$ cat src/core/gscp_pkg.sv
// Purpose: shared constants and types of the gauge serial command port
// Assumes: 100 MHz device clock, 8N1 serial line
// Notes: ascii control codes and timing counts live here only
package gscp_pkg;
  localparam logic [7:0] CH_ETX = 8'h03;
  localparam logic [7:0] CH_ENQ = 8'h05;
  localparam logic [7:0] CH_ACK = 8'h06;
  localparam logic [7:0] CH_LF = 8'h0a;
  localparam logic [7:0] CH_CR = 8'h0d;
  localparam logic [7:0] CH_NAK = 8'h15;
  localparam logic [7:0] CH_SPACE = 8'h20;
  localparam logic [7:0] CH_TILDE = 8'h7e;
  localparam logic [7:0] CH_C = 8'h43;
  localparam logic [7:0] CH_O = 8'h4f;
  localparam logic [7:0] CH_M = 8'h4d;
  localparam logic [7:0] CH_ZERO = 8'h30;
  localparam logic [7:0] CH_HEX_A = 8'h37;
  localparam int CLK_HZ = 100000000;
  localparam int STREAM_PERIOD_MS = 1000;
  localparam int STREAM_CYCLES = STREAM_PERIOD_MS * (CLK_HZ / 1000);
  localparam int DATA_BITS = 8;
  localparam int MNEM_LEN = 3;
  localparam logic [2:0] LEN_SHORT = 3'h3;
  localparam logic [2:0] LEN_LONG = 3'h6;
  localparam logic [15:0] BAUD_DIV_RST = 16'h0364;
  // error word value is arbitrary
  localparam logic [15:0] ERR_WORD_DEF = 16'hee00;

  typedef struct packed {
    logic [7:0] c0;
    logic [7:0] c1;
    logic [7:0] c2;
  } gscp_cmd_s;

  typedef enum logic [3:0] {
    LN_IDLE = 4'h1,
    LN_START = 4'h2,
    LN_DATA = 4'h4,
    LN_STOP = 4'h8
  } gscp_line_e;

  typedef enum logic [1:0] {
    MSG_ACK = 2'h0,
    MSG_NAK = 2'h1,
    MSG_DATA = 2'h2,
    MSG_ERRW = 2'h3
  } gscp_msg_e;
endpackage

$ cat src/core/gscp_port.sv
// Purpose: serial command port: streaming, command framing, acknowledge replies
// Assumes: rxd synchronous to clock, baud_div steady while the line is busy
// Notes: accepted commands leave through a two-entry buffer towards the user
//
// How it works
// - from reset, measured value sent every second on its own
// - any received character stops the periodic stream
// - stream stays off until restart_continuous_output command resumes it
// - each character framed 1 start, 8 data, no parity, 1 stop
// - receiver and transmitter run independently in both directions
// - end-of-text 03h clears partial input and interface state
// - terminators use carriage return 0Dh and line feed 0Ah
// - enquiry 05h requests a data string
// - every string answered by ACK 06h or NAK 15h, then CR LF
// - three character mnemonics; spaces ignored
// - enquiry without valid request answers with the error word
// - bad string or framing error answered with NAK CR LF
`timescale 1ns/1ps
`default_nettype none
module gscp_port
  import gscp_pkg::*;
#(
  parameter int STREAM_CNT = STREAM_CYCLES,
  parameter logic [15:0] ERR_WORD = ERR_WORD_DEF
)
(
  input wire logic clock,
  input wire logic nrst,
  input wire logic [15:0] baud_div,
  input wire logic rxd,
  output logic txd,
  input wire logic [15:0] meas_value,
  output logic cmd_valid,
  input wire logic cmd_ready,
  output gscp_cmd_s cmd_data,
  output logic stream_on
);

  function automatic logic [7:0] hex_char(input logic [3:0] n);
    hex_char = (n < 4'ha) ? (CH_ZERO + {4'h0, n}) : (CH_HEX_A + {4'h0, n});
  endfunction

  function automatic logic [7:0] msg_byte(input gscp_msg_e k, input logic [2:0] i,
                                          input logic [15:0] w);
    logic [7:0] b;
    b = CH_LF;
    if (k == MSG_ACK || k == MSG_NAK)
    begin
      case (i)
        3'h0: b = (k == MSG_ACK) ? CH_ACK : CH_NAK;
        3'h1: b = CH_CR;
        default: b = CH_LF;
      endcase
    end
    else
    begin
      case (i)
        3'h0: b = hex_char(w[15:12]);
        3'h1: b = hex_char(w[11:8]);
        3'h2: b = hex_char(w[7:4]);
        3'h3: b = hex_char(w[3:0]);
        3'h4: b = CH_CR;
        default: b = CH_LF;
      endcase
    end
    msg_byte = b;
  endfunction

  ////////////////////////////////////////////////////////////////////////////
  // receiver
  gscp_line_e rx_st_r;
  logic [15:0] rx_cnt_r;
  logic [2:0] rx_bit_r;
  logic [7:0] rx_sh_r;
  logic rx_v_r;
  logic rx_ferr_r;

  always_ff @(posedge clock)
  begin
    if (!nrst)
    begin
      rx_st_r <= LN_IDLE;
      rx_cnt_r <= 16'h0000;
      rx_bit_r <= 3'h0;
      rx_sh_r <= 8'h00;
      rx_v_r <= 1'b0;
      rx_ferr_r <= 1'b0;
    end
    else
    begin
      rx_v_r <= 1'b0;
      if (rx_cnt_r != 16'h0000)
        rx_cnt_r <= rx_cnt_r - 16'h0001;
      case (rx_st_r)
        LN_IDLE:
          if (!rxd)
          begin
            rx_st_r <= LN_START;
            rx_cnt_r <= {1'b0, baud_div[15:1]};
          end
        LN_START:
          if (rx_cnt_r == 16'h0000)
          begin
            rx_st_r <= rxd ? LN_IDLE : LN_DATA;
            rx_cnt_r <= baud_div;
            rx_bit_r <= 3'h0;
          end
        LN_DATA:
          if (rx_cnt_r == 16'h0000)
          begin
            rx_sh_r <= {rxd, rx_sh_r[7:1]};
            rx_cnt_r <= baud_div;
            rx_bit_r <= rx_bit_r + 3'h1;
            if (rx_bit_r == 3'(DATA_BITS - 1))
              rx_st_r <= LN_STOP;
          end
        LN_STOP:
          if (rx_cnt_r == 16'h0000)
          begin
            rx_st_r <= LN_IDLE;
            rx_v_r <= 1'b1;
            rx_ferr_r <= !rxd;
          end
        default:
          rx_st_r <= LN_IDLE;
      endcase
    end
  end

  ////////////////////////////////////////////////////////////////////////////
  // line parser
  logic [2:0] len_r;
  logic bad_r;
  logic req_ok_r;
  gscp_cmd_s mnem_r;
  logic [1:0] cnt_r;
  logic push;
  logic full;
  logic want_reply;
  gscp_msg_e want_kind;
  logic is_restart;
  logic printable;

  assign full = (cnt_r == 2'h2);
  assign is_restart = (mnem_r.c0 == CH_C) && (mnem_r.c1 == CH_O) && (mnem_r.c2 == CH_M);
  assign printable = (rx_sh_r > CH_SPACE) && (rx_sh_r <= CH_TILDE);

  always_comb
  begin
    push = 1'b0;
    want_reply = 1'b0;
    want_kind = MSG_ACK;
    if (rx_v_r && rx_sh_r == CH_ENQ)
    begin
      want_reply = 1'b1;
      want_kind = req_ok_r ? MSG_DATA : MSG_ERRW;
    end
    else if (rx_v_r && rx_sh_r == CH_CR)
    begin
      want_reply = 1'b1;
      if (len_r == 3'(MNEM_LEN) && !bad_r && !rx_ferr_r && !full)
        push = 1'b1;
      want_kind = push ? MSG_ACK : MSG_NAK;
    end
  end

  always_ff @(posedge clock)
  begin
    if (!nrst)
    begin
      len_r <= 3'h0;
      bad_r <= 1'b0;
      req_ok_r <= 1'b0;
      mnem_r <= '0;
    end
    else if (rx_v_r)
    begin
      if (rx_sh_r == CH_ETX)
      begin
        len_r <= 3'h0;
        bad_r <= 1'b0;
        req_ok_r <= 1'b0;
      end
      else if (rx_sh_r == CH_CR)
      begin
        len_r <= 3'h0;
        bad_r <= 1'b0;
        req_ok_r <= push;
      end
      else if (rx_sh_r == CH_SPACE || rx_sh_r == CH_LF || rx_sh_r == CH_ENQ)
        bad_r <= bad_r | rx_ferr_r;
      else if (!printable || rx_ferr_r)
        bad_r <= 1'b1;
      else if (len_r < 3'(MNEM_LEN))
      begin
        len_r <= len_r + 3'h1;
        case (len_r)
          3'h0: mnem_r.c0 <= rx_sh_r;
          3'h1: mnem_r.c1 <= rx_sh_r;
          default: mnem_r.c2 <= rx_sh_r;
        endcase
      end
      // parameters after the mnemonic are dropped, checked only for printable characters and framing errors
    end
  end

  // stream control: set by restart wins over the stop of the same cr
  always_ff @(posedge clock)
  begin
    if (!nrst)
      stream_on <= 1'b1;
    else if (push && is_restart)
      stream_on <= 1'b1;
    else if (rx_v_r)
      stream_on <= 1'b0;
  end

  ////////////////////////////////////////////////////////////////////////////
  // two-entry command buffer, head register drives the user side
  gscp_cmd_s tail_r;
  logic pop;

  assign pop = cmd_valid && cmd_ready;

  always_ff @(posedge clock)
  begin
    if (!nrst)
    begin
      cnt_r <= 2'h0;
      cmd_valid <= 1'b0;
      cmd_data <= '0;
      tail_r <= '0;
    end
    else
    begin
      case ({push, pop})
        2'b10:
        begin
          if (cnt_r == 2'h0)
            cmd_data <= mnem_r;
          else
            tail_r <= mnem_r;
          cnt_r <= cnt_r + 2'h1;
          cmd_valid <= 1'b1;
        end
        2'b01:
        begin
          cmd_data <= tail_r;
          cnt_r <= cnt_r - 2'h1;
          cmd_valid <= (cnt_r == 2'h2);
        end
        2'b11:
        begin
          if (cnt_r == 2'h1)
            cmd_data <= mnem_r;
          else
          begin
            cmd_data <= tail_r;
            tail_r <= mnem_r;
          end
        end
        default:
          cnt_r <= cnt_r;
      endcase
    end
  end

  ////////////////////////////////////////////////////////////////////////////
  // period timer and reply request flags
  logic [31:0] per_cnt_r;
  logic due_r;
  logic pend_r;
  gscp_msg_e pend_kind_r;
  logic start_msg;
  logic start_reply;

  always_ff @(posedge clock)
  begin
    if (!nrst)
    begin
      per_cnt_r <= 32'h0000_0000;
      due_r <= 1'b1;
    end
    else
    begin
      if (per_cnt_r == 32'(STREAM_CNT - 1))
        per_cnt_r <= 32'h0000_0000;
      else
        per_cnt_r <= per_cnt_r + 32'h0000_0001;
      // set wins over the clear of a starting stream message
      if (per_cnt_r == 32'(STREAM_CNT - 1))
        due_r <= 1'b1;
      else if (start_msg && !start_reply)
        due_r <= 1'b0;
    end
  end

  always_ff @(posedge clock)
  begin
    if (!nrst)
    begin
      pend_r <= 1'b0;
      pend_kind_r <= MSG_ACK;
    end
    else if (want_reply)
    begin
      pend_r <= 1'b1;
      pend_kind_r <= want_kind;
    end
    else if (start_reply)
      pend_r <= 1'b0;
  end

  ////////////////////////////////////////////////////////////////////////////
  // message sequencer and transmitter
  gscp_line_e tx_st_r;
  logic [15:0] tx_cnt_r;
  logic [2:0] tx_bit_r;
  logic [7:0] tx_sh_r;
  logic busy_r;
  gscp_msg_e kind_r;
  logic [2:0] idx_r;
  logic [15:0] word_r;

  assign start_reply = !busy_r && pend_r;
  assign start_msg = !busy_r && (pend_r || (due_r && stream_on));

  always_ff @(posedge clock)
  begin
    if (!nrst)
    begin
      busy_r <= 1'b0;
      kind_r <= MSG_ACK;
      idx_r <= 3'h0;
      word_r <= 16'h0000;
      tx_st_r <= LN_IDLE;
      tx_cnt_r <= 16'h0000;
      tx_bit_r <= 3'h0;
      tx_sh_r <= 8'h00;
      txd <= 1'b1;
    end
    else
    begin
      if (start_msg)
      begin
        busy_r <= 1'b1;
        idx_r <= 3'h0;
        kind_r <= start_reply ? pend_kind_r : MSG_DATA;
        word_r <= (start_reply && pend_kind_r == MSG_ERRW) ? ERR_WORD : meas_value;
      end
      if (tx_cnt_r != 16'h0000)
        tx_cnt_r <= tx_cnt_r - 16'h0001;
      case (tx_st_r)
        LN_IDLE:
          if (busy_r)
          begin
            tx_sh_r <= msg_byte(kind_r, idx_r, word_r);
            txd <= 1'b0;
            tx_cnt_r <= baud_div;
            tx_st_r <= LN_START;
          end
        LN_START:
          if (tx_cnt_r == 16'h0000)
          begin
            txd <= tx_sh_r[0];
            tx_sh_r <= {1'b0, tx_sh_r[7:1]};
            tx_bit_r <= 3'h0;
            tx_cnt_r <= baud_div;
            tx_st_r <= LN_DATA;
          end
        LN_DATA:
          if (tx_cnt_r == 16'h0000)
          begin
            tx_cnt_r <= baud_div;
            tx_bit_r <= tx_bit_r + 3'h1;
            if (tx_bit_r == 3'(DATA_BITS - 1))
            begin
              txd <= 1'b1;
              tx_st_r <= LN_STOP;
            end
            else
            begin
              txd <= tx_sh_r[0];
              tx_sh_r <= {1'b0, tx_sh_r[7:1]};
            end
          end
        LN_STOP:
          if (tx_cnt_r == 16'h0000)
          begin
            tx_st_r <= LN_IDLE;
            idx_r <= idx_r + 3'h1;
            if (idx_r == ((kind_r == MSG_ACK || kind_r == MSG_NAK) ? LEN_SHORT : LEN_LONG)
                        - 3'h1)
              busy_r <= 1'b0;
          end
        default:
          tx_st_r <= LN_IDLE;
      endcase
    end
  end

endmodule
`default_nettype wire

$ cat config.mk
export PLATFORM = sky130hd
export DESIGN_NAME = gscp_port
export DESIGN_NICKNAME = d
export VERILOG_FILES = /design/src/core/gscp_pkg.sv /design/src/core/gscp_port.sv
export SDC_FILE = /design/constraint.sdc
export NUM_CORES = 1
export LEC_CHECK = 0
export BUFFER_PORTS_ARGS = -buffer_cell sky130_fd_sc_hd__clkbuf_2
export CAP_MARGIN = 15
export CORE_UTILIZATION = 35
export DETAILED_ROUTE_END_ITERATION = 7
export GPL_TIMING_DRIVEN = 0
export PLACE_DENSITY = 0.61
export SETUP_SLACK_MARGIN = 0.1
export SLEW_MARGIN = 20
export SYNTH_ARGS = -nofsm -noshare
export SYNTH_HDL_FRONTEND = slang
export SYNTH_SLANG_ARGS = --single-unit
$ cat constraint.sdc
create_clock -name clock -period 4.4 [get_ports clock]
set_clock_uncertainty 0.1 [all_clocks]
set_input_delay 0.88 -clock clock [delete_from_list [all_inputs] [get_ports clock]]
set_output_delay 0.88 -clock clock [all_outputs]
set_load 0.005 [all_outputs]
==> results.cfg <==
[pwr]
power_density_nw_per_um2 = 458
ir_drop_uv = 242
total_power_mw = 5.47
p_leak_nw = 4.71

[timing]
slew_viol_final = 0
fmax_ghz = 0.277
setup-tns-final_ns = 0
worst_slew_pin_slew_ns = 1.04
fin_crit_sh_pct = 82.1
whs_ns = 0.358
finalSetupViolations = 0
rsz0062_at_grt = false
fin_ws_ns = 0.786
slew_headroom_pct = 30.1
fin_crit_ns = 3.61
final_hold_viol_count = 0

[drt]
drt_first_pass_iters = 5
routed_wl_um = 27300
vias = 9136
final_antenna_net_count = 0
vias_per_cell = 5.45
first_iter_violations = 527
route.detailed.drc = 0
post_drt_wl_per_cell_um = 16.3

[clock_tree]
htreeDepth = 1
cts_buffer_depth = 3
insertion_delay_ns = 0.52
cts_resized = 0
clockRootBuffer = clkbuf_16
ctsHoldBuffers = 0
cts_tree = built
cts_made_buffers = 23
cts_setup_buffers = 0
cts.clk_slew.worst_paths_ns = 0.06
clock-sinks = 203

[placed_design]
dpl-instance-area_um2 = 11000
hpwl_um = 19600
pre_cts_ws_ns = 0.846
gp_congestion = 0.882
io_buffer_count = 61

[global_routing]
grt_usage_pct = 18.1
antenna_found_initial = 0
grt_pass1_wl_um = 45000
grt_pass1_vias = 8644
grt-ovfl-total = 0
grt_start_max_net_pins = 14

[yosys]
synth_top_area_share_pct = 39.9
async_flop_share_pct = 0
synthFlopType = dfxtp_1
syn_inst = 1187
yosysUniqueCellTypes = 77
synth.area.top_cells = dfxtp_1, mux2i_1, nor2_1
syn_avg_cell_area_um2 = 8.58
synth_most_common_cell = dfxtp_1
yosysSeqAreaShare_pct = 39.9
synth_warnings = 0
syn_nets = 1252
yosysTopAreaCell = dfxtp_1
ys_ff_latch = 203
synth-edff-count = 0
synthesis.area_um2 = 10200
synthTopCellsByCount = dfxtp_1, nor2_1, nand2_1

[worst_setup_path]
cp_max_fo = 10
cp-end-kind = register
worstRegToRegCells = 11
cp-start-kind = register
r2r_slack_ns = 0.79
arrival_ns = 3.89
crit_type = reg2reg
worst_r2r_endpoint = tail_r[20]
worstPathRequired_ns = 4.68
rr_startpoint = rx_sh_r[5]

[die]
rows = 62
initial_core_util_pct = 35.6
io_pins = 63
dieArea_um2 = 29800
die_y_um = 173
core-area_um2 = 28600
die_w_um = 173

[hold_path]
hp-start = per_cnt_r[0]
hold_path_class = reg2reg
holdPathEnd = per_cnt_r[0]
worstHoldPathCells = 1

[final_layout]
n_antenna_cell = 0
area_growth_pct = 17.1
nets = 1339
drive_gt1_share_pct = 10.4
design_area_um2 = 11900
fill_cells = 2832

[outcome]
outcome = finished clean

[flow_run]
maxCapViolCount = 0
[cells in the final DEF, fill, tap and decap left out, types with 7 or more instances in the layout]
cell type,count
clkbuf_16,23
nor4_1,16
and3_1,18
a22oi_1,26
clkbuf_1,59
o31ai_1,8
bufinv_16,9
xnor2_1,28
inv_1,38
nand4_1,18
nand2_1,82
clkbuf_2,61
nor2b_1,7
nor4b_1,7
o21ai_1,10
a21oi_1,53
o21ai_0,24
nand3_1,51
nor3_1,48
a211oi_1,17
o22ai_1,13
or3_1,8
and2_1,9
a221oi_1,28
xor2_1,30
mux2i_1,63
nor2_1,153
dfxtp_1,203
and4_1,7
ha_1,29
[flip-flops by register name (all words and copies together), names as in the netlist, 8 cells and up]
| signal | flops |
|---|---|
| per_cnt_r | 32 |
| cmd_data | 24 |
| mnem_r | 24 |
| tail_r | 24 |
| rx_cnt_r | 16 |
| tx_cnt_r | 16 |
| word_r | 16 |
| rx_sh_r | 8 |
[layout make-up]
cell class / count / area [µm²] / area share, %
multi-input cells: 875 / 5710 / 47.9
plain buffers: 69 / 273 / 2.29
inverters: 40 / 150 / 1.26
clock buffers: 29 / 638 / 5.35
repair buffers: 62 / 313 / 2.62
well taps: 384 / 480 / 4.03
clock inverters: 13 / 297 / 2.49
flip-flops and latches: 203 / 4060 / 34.1
[metrics by stage]
stage | instances | util, %
CTS | 1675 | 41.7
detailed placement | 1633 | 38.4
global placement | 1632 | 38.3
finish | 1675 | 41.7
floorplan | 1187 | -
global route | 1675 | 41.7
[how the worst max path moves through the flow]
stage          startpoint          to  depth (start not counted)
2_1_floorplan  rx_sh_r[5]  tail_r[17]                         11
3_3_place_gp   rx_sh_r[5]  tail_r[20]                         11
3_5_place_dp   rx_sh_r[5]  tail_r[20]                         11
4_1_cts        rx_sh_r[5]  tail_r[20]                         11
5_1_grt        rx_sh_r[5]  tail_r[20]                         11
6_report       rx_sh_r[5]  tail_r[20]                         11
[power by group]
group / leakage [nW] / switching, mW / internal, mW
registers: 1.65 / 0.123 / 1.96
logic: 2.60 / 0.627 / 0.418
clock network: 0.454 / 0.793 / 1.55
[per-layer routing]
layer  routed length [µm]  up-vias  GRT usage, %
li1                     -     4511             -
met1                13000     4345          25.0
met2                12300      238          29.1
met3                 1560       42          2.53
met4                  510        0          5.25
met5                    0        -             0
[kinds of logic (layout without fill, tap and decap cells)]
group	after synthesis	in the layout	synth area share (%)
multiplexers	63	63	6.19
adder cells (fa/ha/maj)	29	29	3.56
AND/OR/NAND/NOR	471	471	23.4
XOR/XNOR	58	58	4.99
buffers and inverters	109	213	4.15
AO/OA/AOI/OAI	254	254	17.8
flip-flops	203	203	39.9
[worst max-delay path, stage by stage (launching register included)]
cell and delay, ns:
dfxtp_1 0.30, clkbuf_1 0.32, and3b_1 0.24, and4b_1 0.19
clkbuf_1 0.16, nand2_1 0.24, inv_1 0.10, ha_1 0.24
o211ai_1 0.58, clkbuf_1 0.67, mux2i_1 0.26, nor2_1 0.06
(Power assumes the default switching activity.)
